`config.mk`:
```
export PLATFORM = sky130hd
export DESIGN_NAME = tec_timer
export DESIGN_NICKNAME = d
export VERILOG_FILES = /design/src/rtl/tec_pkg.sv /design/src/rtl/tec_timer.sv
export SDC_FILE = /design/constraint.sdc
export NUM_CORES = 1
export LEC_CHECK = 0
export ABC_CLOCK_PERIOD_IN_PS = 4600
export BUFFER_PORTS_ARGS = -buffer_cell sky130_fd_sc_hd__buf_2
export CAP_MARGIN = 15
export CORE_ASPECT_RATIO = 0.6
export CORE_MARGIN = 4
export CORE_UTILIZATION = 35
export CTS_BUF_LIST = sky130_fd_sc_hd__clkbuf_8 sky130_fd_sc_hd__clkbuf_16
export DETAILED_ROUTE_END_ITERATION = 12
export GPL_TIMING_DRIVEN = 1
export SKIP_CTS_REPAIR_TIMING = 1
export SLEW_MARGIN = 20
export SYNTH_ARGS = -nofsm -noshare
export SYNTH_HDL_FRONTEND = slang
export SYNTH_SLANG_ARGS = --single-unit
```
`constraint.sdc`:
```
create_clock -name clk -period 4.6 [get_ports clk]
set_clock_uncertainty 0.2 [all_clocks]
set_input_delay 0.69 -clock clk [delete_from_list [all_inputs] [get_ports clk]]
set_output_delay 0.69 -clock clk [all_outputs]
set_load 0.01 [all_outputs]
```
`src/rtl/tec_pkg.sv`:
```
// package: constants and types for the sixteen-bit timer/event counter
package tec_pkg;
    // ------------------------------------------------------------
    // widths and reset values
    // ------------------------------------------------------------
    localparam int CNT_W = 16;
    localparam logic [15:0] CNT_RESET = 16'h0000;
    localparam logic [15:0] CNT_MAX = 16'hFFFF;
    localparam logic [9:0] PRE_RESET = 10'h000;
    localparam logic [3:0] CLK_SEL_RESET = 4'h1;
    localparam int SYNC_STAGES = 2;

    // ------------------------------------------------------------
    // count clock selection codes
    // ------------------------------------------------------------
    localparam logic [3:0] SEL_DIV4 = 4'h1;
    localparam logic [3:0] SEL_DIV1024 = 4'h9;
    localparam logic [3:0] SEL_EXT = 4'hB;

    // ------------------------------------------------------------
    // external input timing, figures in fclk periods
    // ------------------------------------------------------------
    localparam int EXT_MIN_LEVEL_CLK = 3;
    localparam int EXT_MIN_PERIOD_CLK = 6;

    // ------------------------------------------------------------
    // edge selection for the external input
    // ------------------------------------------------------------
    typedef enum logic [1:0] {
        TEC_EDGE_NONE = 2'b00,
        TEC_EDGE_RISE = 2'b01,
        TEC_EDGE_FALL = 2'b10,
        TEC_EDGE_BOTH = 2'b11
    } tec_edge_e;

    // per-output control bundle
    typedef struct packed {
        logic enable;      // pin follows the flip-flop when set
        logic idle_level;  // level shown while disabled
        logic toggle_en;   // compare match inverts the output
        logic pwm_mode;    // a match sets, b match resets
        logic one_shot;    // software sets, own match resets
    } tec_out_ctl_s;

    // status bundle
    typedef struct packed {
        logic [15:0] count;
        logic [15:0] capture;
        logic wrap;
    } tec_status_s;
endpackage

```
`src/rtl/tec_timer.sv`:
```
// module: sixteen-bit timer/event counter with compare, capture and two outputs
`timescale 1ns/1ps
module tec_timer (
    input wire logic clk,
    input wire logic rst_b,
    input wire logic count_enable_bit,
    input wire logic [3:0] clk_sel,
    input wire tec_pkg::tec_edge_e edge_sel,
    input wire logic clear_on_b,
    input wire logic [15:0] compare_reg_a,
    input wire logic [15:0] compare_reg_b,
    input wire tec_pkg::tec_out_ctl_s ctl_a,
    input wire tec_pkg::tec_out_ctl_s ctl_b,
    input wire logic shot_start_a,
    input wire logic shot_start_b,
    input wire logic wrap_clear,
    input wire logic ext_capture_input,
    output tec_pkg::tec_status_s status,
    output logic match_irq_a,
    output logic match_irq_b,
    output logic capture_irq,
    output logic timer_out_a,
    output logic timer_out_b
);
    // ------------------------------------------------------------
    // input synchroniser and edge detect
    // ------------------------------------------------------------
    logic sync1_reg, sync2_reg, sync3_reg;
    always_ff @(posedge clk) begin
        if (!rst_b) begin
            sync1_reg <= 1'b0;
            sync2_reg <= 1'b0;
            sync3_reg <= 1'b0;
        end else begin
            sync1_reg <= ext_capture_input;
            sync2_reg <= sync1_reg;
            sync3_reg <= sync2_reg;
        end
    end

    // valid edge from the selected polarity
    wire rise = sync2_reg & ~sync3_reg;
    wire fall = ~sync2_reg & sync3_reg;
    wire ext_edge = (edge_sel[0] & rise) | (edge_sel[1] & fall);

    // ------------------------------------------------------------
    // prescaler and count clock selection
    // ------------------------------------------------------------
    logic [9:0] pre_reg;
    always_ff @(posedge clk) begin
        if (!rst_b) pre_reg <= tec_pkg::PRE_RESET;
        else pre_reg <= pre_reg + 10'h001;
    end

    // code n ticks once every 2^(n+1) clocks, when the low n+1 bits are all one
    wire [3:0] tap = clk_sel - tec_pkg::SEL_DIV4 + 4'h1;
    wire [10:0] ones_mask = (11'h002 << tap) - 11'h001;
    wire pre_tick = ((pre_reg & ones_mask[9:0]) == ones_mask[9:0]);
    wire sel_int = (clk_sel >= tec_pkg::SEL_DIV4) && (clk_sel <= tec_pkg::SEL_DIV1024);
    wire sel_ext = (clk_sel == tec_pkg::SEL_EXT);
    wire count_tick = (sel_int & pre_tick) | (sel_ext & ext_edge);

    // ------------------------------------------------------------
    // counter, first-tick clear, wrap flag
    // ------------------------------------------------------------
    logic [15:0] cnt_reg, cnt_next;
    logic run_reg, fresh_reg, wrap_reg;
    // a tick in the very cycle of the enable rise is still the clearing first tick
    wire first_pending = fresh_reg | (count_enable_bit & ~run_reg);
    wire match_a = run_reg & ~fresh_reg & (cnt_reg == compare_reg_a);
    wire match_b = run_reg & ~fresh_reg & (cnt_reg == compare_reg_b);
    wire wrap_now = count_enable_bit & run_reg & ~fresh_reg & count_tick
        & (cnt_reg == tec_pkg::CNT_MAX);
    logic match_a_d_reg, match_b_d_reg;
    wire match_a_rise = match_a & ~match_a_d_reg;
    wire match_b_rise = match_b & ~match_b_d_reg;

    // next count value
    always_comb begin
        cnt_next = cnt_reg;
        if (!count_enable_bit) cnt_next = tec_pkg::CNT_RESET;
        else if (count_tick && first_pending) cnt_next = tec_pkg::CNT_RESET;
        else if (count_tick && clear_on_b && match_b) cnt_next = tec_pkg::CNT_RESET;
        else if (count_tick) cnt_next = cnt_reg + 16'h0001;
    end

    always_ff @(posedge clk) begin
        if (!rst_b) begin
            cnt_reg <= tec_pkg::CNT_RESET;
            run_reg <= 1'b0;
            fresh_reg <= 1'b0;
            wrap_reg <= 1'b0;
            match_a_d_reg <= 1'b0;
            match_b_d_reg <= 1'b0;
        end else begin
            cnt_reg <= cnt_next;
            run_reg <= count_enable_bit;
            // clearing first tick stays armed until a count clock takes it
            fresh_reg <= count_enable_bit & first_pending & ~count_tick;
            if (wrap_now) wrap_reg <= 1'b1;
            else if (wrap_clear) wrap_reg <= 1'b0;
            match_a_d_reg <= match_a;
            match_b_d_reg <= match_b;
        end
    end

    // ------------------------------------------------------------
    // capture and interrupt requests
    // ------------------------------------------------------------
    logic [15:0] cap_reg;
    logic irq_a_reg, irq_b_reg, irq_c_reg;
    always_ff @(posedge clk) begin
        if (!rst_b) begin
            cap_reg <= tec_pkg::CNT_RESET;
            irq_a_reg <= 1'b0;
            irq_b_reg <= 1'b0;
            irq_c_reg <= 1'b0;
        end else begin
            if (ext_edge && run_reg) cap_reg <= cnt_reg;
            irq_a_reg <= match_a_rise;
            irq_b_reg <= match_b_rise;
            irq_c_reg <= ext_edge;
        end
    end

    // ------------------------------------------------------------
    // output control per channel
    // ------------------------------------------------------------
    wire [1:0] out_bit;
    wire tec_pkg::tec_out_ctl_s ctl [2];
    wire [1:0] own_m = {match_b_rise, match_a_rise};
    wire [1:0] start = {shot_start_b, shot_start_a};
    assign ctl[0] = ctl_a;
    assign ctl[1] = ctl_b;

    genvar gi;
    generate
        for (gi = 0; gi < 2; gi++) begin : g_out
            logic level_reg;
            // one-shot, pwm and toggle behaviour of one pin
            always_ff @(posedge clk) begin
                if (!rst_b) level_reg <= 1'b0;
                else if (ctl[gi].one_shot && start[gi]) level_reg <= 1'b1;
                else if (ctl[gi].one_shot && own_m[gi]) level_reg <= 1'b0;
                else if (ctl[gi].pwm_mode && match_a_rise) level_reg <= 1'b1;
                else if (ctl[gi].pwm_mode && match_b_rise) level_reg <= 1'b0;
                else if (ctl[gi].toggle_en && own_m[gi]) level_reg <= ~level_reg;
            end
            assign out_bit[gi] = level_reg;
        end
    endgenerate

    assign timer_out_a = ctl_a.enable ? out_bit[0] : ctl_a.idle_level;
    assign timer_out_b = ctl_b.enable ? out_bit[1] : ctl_b.idle_level;
    assign match_irq_a = irq_a_reg;
    assign match_irq_b = irq_b_reg;
    assign capture_irq = irq_c_reg;
    assign status = '{count: cnt_reg, capture: cap_reg, wrap: wrap_reg};
endmodule

```
* After elaboration in Yosys (flattened, before gate mapping) *
Cells that the tools add are included.

cells by class
  shift operators = 1
  magnitude comparators = 2
  equal/unequal tests = 5
  bitwise operators = 33
  $add $sub $neg = 5
  reduce and logical (&&, ||, !) cells = 19
  multiplexer cells = 14

operator list
  cell                   number
  $eq 16x16->1           2
  $and 1x1->1            18
  $add 16x1->16 const B  1
  $eq 16x16->1 const B   1
  $logic_and 1x1->1      15
  $mux 1                 14
  $not 1->1              11
  $add 10x1->10 const B  1
  $and 10x10->10         1
  $eq 10x10->1           1
  $reduce_bool 5->1      2
  $shl 2x4->10 const A   1
  $sub 10x1->10 const B  1
  $add 4x1->4 const B    1
  $eq 4x4->1 const B     1
  $ge 4x1->1 const B     1
  $le 4x4->1 const B     1
  $reduce_or 4->1        1
  $sub 4x1->4 const B    1
  $or 1x1->1             3
  $reduce_bool 2->1      1

word-level totals
  output and inout port bits = 38
  flip-flop bits (word level) = 55
  logic and storage cells = 95
  bits of input ports = 56

* Longest topological paths before layout *
Gate-level depths: netlist (run 1).

  word-level depth = 11
  gate-level depth with buffers = 13
  mapped depth without buffers = 10

* Worst setup path after synthesis (run 1) *
No wires, ideal clock.

  kind = in2reg
  start = in clk_sel[2]
  end = reg cnt_reg[9]
  arrival time = 3.020 ns
  data required time = 4.280 ns
  setup time = 0.120 ns
  slack = 1.260 ns
  stages on the path = 12
  path through = buf_6 -> nor3_1 -> nand2_1 -> ha_1 -> buf_2 -> and2b_1 -> o22ai_1 -> nand4_2 -> nor4_4 -> o21ai_2 -> o211a_1 -> a211o_1

between the ends
  cells in the longest elaborated chain, start to end = 11
  elaborated cells on any way between the ends = 17
  classes of those cells = add/sub (3); order compare (2); eq/ne (2); shift (1); bitwise (4); reduce/logical (5)

RTL lines
  what                            line             source
  start: declaration              tec_timer.sv:7   input wire logic [3:0] clk_sel,
  $sub 4x1->4                     tec_timer.sv:56  wire [3:0] tap = clk_sel - tec_pkg::SEL_DIV4 + 4'h1;
  $add 4x1->4                     tec_timer.sv:56
  $shl 2x4->10                    tec_timer.sv:57  wire [10:0] ones_mask = (11'h002 << tap) - 11'h001;
  $sub 10x1->10                   tec_timer.sv:57
  $and 10x10->10                  tec_timer.sv:58  wire pre_tick = ((pre_reg & ones_mask[9:0]) == ones_mask[9:0]);
  $eq 10x10->1                    tec_timer.sv:58
  $and 1x1->1                     tec_timer.sv:61  wire count_tick = (sel_int & pre_tick) | (sel_ext & ext_edge);
  $or 1x1->1 *                    tec_timer.sv:61
  $logic_and 1x1->1 (2 in a row)  tec_timer.sv:83  else if (count_tick && clear_on_b && match_b) cnt_next = tec_pkg::CNT_RESET;
  $reduce_or 4->1 (no line)       -
  end signal: assignment          tec_timer.sv:89  cnt_reg <= tec_pkg::CNT_RESET;
  end signal: assignment          tec_timer.sv:96  cnt_reg <= cnt_next;
  end: declaration                tec_timer.sv:66  logic [15:0] cnt_reg, cnt_next;

Every way passes the cells marked *; elsewhere a longest branch is shown, timed or not.
A chain may end at the register's enable or synchronous reset.

* Worst setup path after layout (run 1) *
  start = in clk_sel[2]
  end = reg cnt_reg[15]

Same word-level chain as after synthesis.

==> summary.txt, run 1 <==
Logic synthesis
  – Synth cell types: 53
  – Avg Cell Area, Syn: 8.36 sq um
  – Post-synth EDFFs: 0
  – Main synth FF type: dfxtp_1
  – Post-synthesis sequential area ratio: 37.0%
  – Flops & latches, synth: 55
  – Post-synth net total: 415
  – Post-Syn Instances: 356
  – Post-synth ARST share: 0%
  – Yosys warning count: 0
  – Post-synthesis cell area: 0.00298 sq mm

Routing
  – WL final: 9120 um
  – Vias: 2875
  – First-pass DRT Iterations: 5
  – Initial DRC Count: 292
  – ANT nets after route: 0
  – WL/cell: 16.7 um
  – Drt via density: 5.28
  – Post-route DRC: 0

Timing
  – Worst slew pin tran: 1070 ps
  – Final hold viol count: 0
  – Setup TNS: 0 ps
  – Pins Over Slew Limit: 0
  – Final count of negative-setup-slack endpoints: 0
  – Fin crit share: 73.1%
  – Fmax: 298 MHz
  – RSZ-0062 raised after global routing: false
  – Min Tclk post-route: 3360 ps
  – Max-slew headroom: 28.7%

Worst setup path
  – R2R depth: 7
  – Reg2reg start: cnt_reg[7]
  – CP top delay family: simple AND/OR/NAND/NOR gates
  – Reg2reg setup slack: 1910 ps
  – WS Path Type: in -> reg
  – Worst r2r dst: g_out[1].level_reg
  – Critical path's slowest cell: nor4_4
  – CP max stage delay: 600 ps
  – Startpoint Class: input pin
  – Crit path required time: 4620 ps
  – CP max FO: 10
  – Worst path cell trace: buf_2 > nor3_1 > nand2_1 > ha_1 > and2b_1 > o22ai_1 > nand4_2 > nor4_4 > o211ai_2 > or3_1 > a21oi_1
  – CP bufs+invs: 1
  – Critical path depth: 11
  – Crit path DAT: 3380 ps
  – Worst Setup End Kind: register

Run
  – Total of max-cap violations: 0

Placement
  – PortBufs: 93
  – Placed cell area: 0.00349 sq mm
  – GPL Wtd Cong: 0.843
  – Dpl hpwl: 7000 um

Clocking
  – Root buf cell: clkbuf_16
  – CTS Sinks: 55
  – CTS Buf Count: 5
  – Htree depth: 2
  – Clk_lat worst skew: 290 ps
  – Clock Tree Buf Depth: 2
  – Clock-pin slew on the worst setup and hold paths: 70 ps
  – TritonCTS clock tree: done

Power and ir drop
  – Power Density: 262 mW/mm^2
  – Overall power consumption: 0.950 mW
  – Pleak: 1.64 nW
  – Worst IR Drop VDD: 0.119 mV

Global route
  – Initial antenna violation count: 0
  – Gr usage total: 17.9%
  – Wire length of the first global-routing pass: 14100 um
  – Global route overflow: 0
  – Number of global-route vias before repair: 2609
  – Largest net degree at the start of global routing: 32

Min path
  – Hold Crit Class: reg -> reg
  – Hold EP: match_irq_b
  – Min-delay src: match_b_d_reg
  – WHS Path Cells: 1

Floorplanning
  – Die height: 79.5 um
  – Initial Utilization: 36.9%
  – CORE AREA: 0.00807 sq mm
  – IO Count: 94
  – # rows: 25
  – Area of the die: 0.0101 sq mm
  – Die width: 127 um

Run status
  – Status: finished clean

Finish
  – Antenna cells: 0
  – Layout cell share with drive strength beyond 1: 26.3%
  – Final Util: 44.9%
  – Layout Nets: 495
  – Fin area: 0.00363 sq mm
  – Area growth, synth to finish: 21.8%
-- power by group --
part | switching, mW | total, mW | internal [mW]
sequential | 0.00581 | 0.487 | 0.482
clock | 0.169 | 0.368 | 0.199
combinational | 0.0523 | 0.0944 | 0.0421
total | 0.227 | 0.950 | 0.723
-- layout make-up --
cell class	count	area, sq um
clock buffer	5	125
clock inverter	3	15.0
fill	821	4440
inverter	11	41.3
multi-input combinational	266	1710
sequential	55	1100
tap	108	135
timing repair buffer	97	495
-- stage by stage --
step | hold slack (ps) | std cells | worst slack [ps]
after floorplan | 202 | 356 | 1260
after global placement | 208 | 537 | 1070
after detailed placement | 223 | 537 | 988
after CTS | 235 | 545 | 1290
after global routing | 261 | 545 | 991
final | 244 | 545 | 1240
-- per-layer routing --
layer | up-vias | wire (um) | GRT usage, %
met2 | 112 | 3720 | 25.1
met1 | 1336 | 4540 | 27.0
met4 | 0 | 87 | 3.43
met3 | 11 | 765 | 5.01
met5 | - | 0 | 0
li1 | 1416 | - | -
-- worst max-delay path by stage --
stage,startpoint,to,slack (ps)
floorplan,clk_sel[2],cnt_reg[9],1260
global placement,clk_sel[2],cnt_reg[9],1070
detailed placement,clk_sel[2],cnt_reg[15],990
CTS,clk_sel[2],cnt_reg[9],1290
global route,clk_sel[2],cnt_reg[12],990
finish,clk_sel[2],cnt_reg[15],1240
-- cells in the mapped netlist, drive strengths merged, types with 6 or more instances --
cell | n | area [sq um]
and2 | 6 | 37.5
xor2 | 34 | 298
inv | 11 | 41.3
nor3 | 8 | 51.3
clkbuf | 16 | 60.1
and3 | 10 | 62.6
nor2 | 20 | 75.1
nand3 | 31 | 155
xnor2 | 8 | 70.1
nor4 | 13 | 96.3
buf | 8 | 61.3
nand2 | 34 | 128
dfxtp | 55 | 1100
a21oi | 27 | 135
o21ai | 15 | 82.6
-- cells in the final DEF (no fill, tap or decap), drive strengths merged, types with 3 or more instances in the layout --
cell type / n
nor2: 20
o32ai: 3
and2: 6
a21oi: 27
clkbuf: 5
nand3: 31
a21o: 3
xor2: 34
ha: 3
dfxtp: 55
nor4b: 3
nor2b: 3
o2111ai: 4
nand2: 34
o211ai: 4
mux2i: 3
nor4: 13
nand2b: 4
nor3: 8
or3: 3
and3: 10
clkinv: 3
inv: 11
o21ai: 15
nand4: 3
buf: 97
xnor2: 8
nand3b: 3
-- cell families after synthesis --
group                    synth area share [%]
adder cells (fa/ha/maj)                  1.26
AO/OA/AOI/OAI                            15.2
XOR/XNOR                                 12.4
buffers and inverters                    5.46
flip-flops                               37.0
multiplexers                             1.76
AND/OR/NAND/NOR                          27.0
No activity file was read; power rests on OpenSTA's default activity.
==> run 2: changes to the inputs <==
--- a/config.mk
+++ b/config.mk
@@ -5,7 +5,7 @@
 export SDC_FILE = /design/constraint.sdc
 export NUM_CORES = 1
 export LEC_CHECK = 0
-export ABC_CLOCK_PERIOD_IN_PS = 4600
+export ABC_CLOCK_PERIOD_IN_PS = 2900
 export BUFFER_PORTS_ARGS = -buffer_cell sky130_fd_sc_hd__buf_2
 export CAP_MARGIN = 15
 export CORE_ASPECT_RATIO = 0.6
==> constraint.sdc (replaced) <==
create_clock -name clk -period 2.9 [get_ports clk]
set_clock_uncertainty 0.2 [all_clocks]
set_input_delay 0.435 -clock clk [delete_from_list [all_inputs] [get_ports clk]]
set_output_delay 0.435 -clock clk [all_outputs]
set_load 0.01 [all_outputs]
==> run 2 against run 1 <==
Worst hold slack got worse by 96 ps; setup slack got worse by 1000 ps; critical endpoint is now cnt_reg[8]; register-to-register slack got worse by 1500 ps; via count increased by 6.0%; combinational power increased by 76%.
==> summary.txt, run 2 (synthesis gave the netlist of run 1 again) <==
Finish
  – Layout cell share with drive strength beyond 1: 32.2% (+5.9 points)
  – Most frequent cells in the layout: 93 x buf_2, 55 x dfxtp_1, 39 x buf_4
  – Area growth, synth to finish: 32.1%
  – Antenna cells: 0 (unchanged)
  – Commonest non-fill, non-tap cell in the layout: buf_2
  – Fin area: 0.00394 sq mm (+8.5%)
  – Layout Nets: 530 (+7.1%)

Timing
  – RSZ-0062 raised after global routing: false
  – Max-slew headroom: 54.5% (+26 points)
  – Setup TNS: 0 ps (unchanged)
  – Fmax: 375 MHz
  – Worst slew pin tran: 682 ps (-387 ps)
  – Final hold viol count: 0 (unchanged)
  – Final count of negative-setup-slack endpoints: 0 (unchanged)
  – Min Tclk post-route: 2670 ps
  – Pins Over Slew Limit: 0 (unchanged)
  – Fin crit share: 92.1%

Clocking
  – CTS Sinks: 55 (unchanged)
  – Clk_lat worst skew: 300 ps (about the same)
  – Root buf cell: clkbuf_16
  – Clock-pin slew on the worst setup and hold paths: 70 ps (about the same)
  – CTS Buf Count: 5 (unchanged)
  – TritonCTS clock tree: done
  – Clock Tree Buf Depth: 2 (unchanged)
  – Htree depth: 2 (unchanged)

Routing
  – Initial DRC Count: 215 (-26%)
  – WL final: 9730 um (+6.7%)
  – First-pass DRT Iterations: 5 (unchanged)
  – Vias: 3047 (+6.0%)
  – ANT nets after route: 0 (unchanged)
  – Post-route DRC: 0 (unchanged)
  – WL/cell: 16.8 um (+0.27%)
  – Drt via density: 5.25 (-0.41%)

Power and ir drop
  – Worst IR Drop VDD: 0.206 mV (+73%)
  – Power Density: 418 mW/mm^2 (+59%)
  – Overall power consumption: 1.64 mW (+73%)
  – Pleak: 1.82 nW (+11%)

Worst setup path
  – R2R depth: 8 (+1)
  – Worst path cell trace: buf_2 > nor3_4 > nand2_1 > ha_2 > buf_4 > a21oi_1 > o32ai_1 > buf_4 > nor4_4 > buf_4 > o21ai_2 > or4_1 > nand3_1
  – Crit path required time: 2940 ps (-1680 ps)
  – Startpoint Class: input pin
  – CP max FO: 9 (-1)
  – Worst r2r dst: g_out[1].level_reg
  – WS Path Type: in -> reg
  – Reg2reg start: cnt_reg[4]
  – Cell repeated most along the worst path: buf_4
  – Critical path's slowest cell: or4_1
  – CP max stage delay: 420 ps (-180 ps)
  – Worst Setup End Kind: register
  – CP bufs+invs: 4 (+3)
  – Crit path DAT: 2710 ps (-670 ps)
  – CP top delay family: simple AND/OR/NAND/NOR gates
  – Reg2reg setup slack: 380 ps (-1530 ps)

Placement
  – Placed cell area: 0.00376 sq mm (+7.9%)
  – PortBufs: 93 (unchanged)
  – GPL Wtd Cong: 0.897 (+6.5%)
  – Dpl hpwl: 7680 um (+9.7%)

Min path
  – Hold EP: sync1_reg
  – WHS Path Cells: 2 (+1)
  – Min-delay src: ext_capture_input
  – Hold Crit Class: in -> reg

Floorplanning
  – Die height: 79.5 um (unchanged)
  – IO Count: 94 (unchanged)
  – Die width: 127 um (unchanged)
  – Initial Utilization: 36.9% (unchanged)
  – CORE AREA: 0.00807 sq mm (unchanged)
  – Area of the die: 0.0101 sq mm (unchanged)
  – # rows: 25 (unchanged)

Global route
  – Global route overflow: 0 (unchanged)
  – Number of global-route vias before repair: 2898 (+11%)
  – Gr usage total: 19.3% (+1.5 points)
  – Wire length of the first global-routing pass: 15400 um (+9.4%)
  – Initial antenna violation count: 0 (unchanged)
  – Largest net degree at the start of global routing: 20 (-38%)

Run status
  – Status: finished clean

Run
  – Total of max-cap violations: 0 (unchanged)
run 2: worst max path at each step:
| stage | startpoint | to | slack (ps) | depth (start not counted) |
|---|---|---|---|---|
| 6_report | clk_sel[1] | cnt_reg[8] | 230 | 13 |
| 5_1_grt | clk_sel[1] | cnt_reg[14] | 60 | 14 |
| 4_1_cts | clk_sel[1] | cnt_reg[8] | 220 | 13 |
| 3_5_place_dp | clk_sel[1] | cnt_reg[8] | -100 | 13 |
| 3_3_place_gp | clk_sel[1] | cnt_reg[3] | -50 | 13 |
| 2_1_floorplan | clk_sel[3] | cnt_reg[8] | -30 | 12 |
run 2: stage by stage:
stage	setup WS [ps]	instances	hold WS [ps]	utilization [%]
final	230	580	148	48.8
after global routing	59.9	580	166	48.8
after CTS	219	580	143	48.8
after detailed placement	-96.3	572	210	46.6
after global placement	-47.4	572	215	46.6
after floorplan	-28.2	356	202	-
run 2: routing by layer:
metal | track usage (%) | wire [um]
met5 | 0 | 0
met4 | 3.75 | 97
met3 | 4.55 | 697
met2 | 26.1 | 3770
met1 | 30.6 | 5160
run 2: layout make-up:
type,count,area (sq um)
repair buffers,132,758
well taps,108,135
multi-input cells,266,1730
fillers,800,4140
clock inverters,3,46.3
flip-flops and latches,55,1100
inverters,11,41.3
clock buffers,5,125
run 2: power by group:
part / internal [mW] / total (mW) / leakage (nW) / switching (mW)
registers: 0.763 / 0.773 / 0.445 / 0.00948
clock network: 0.411 / 0.704 / 0.0804 / 0.293
logic: 0.0785 / 0.166 / 1.29 / 0.0876
total: 1.25 / 1.64 / 1.82 / 0.390
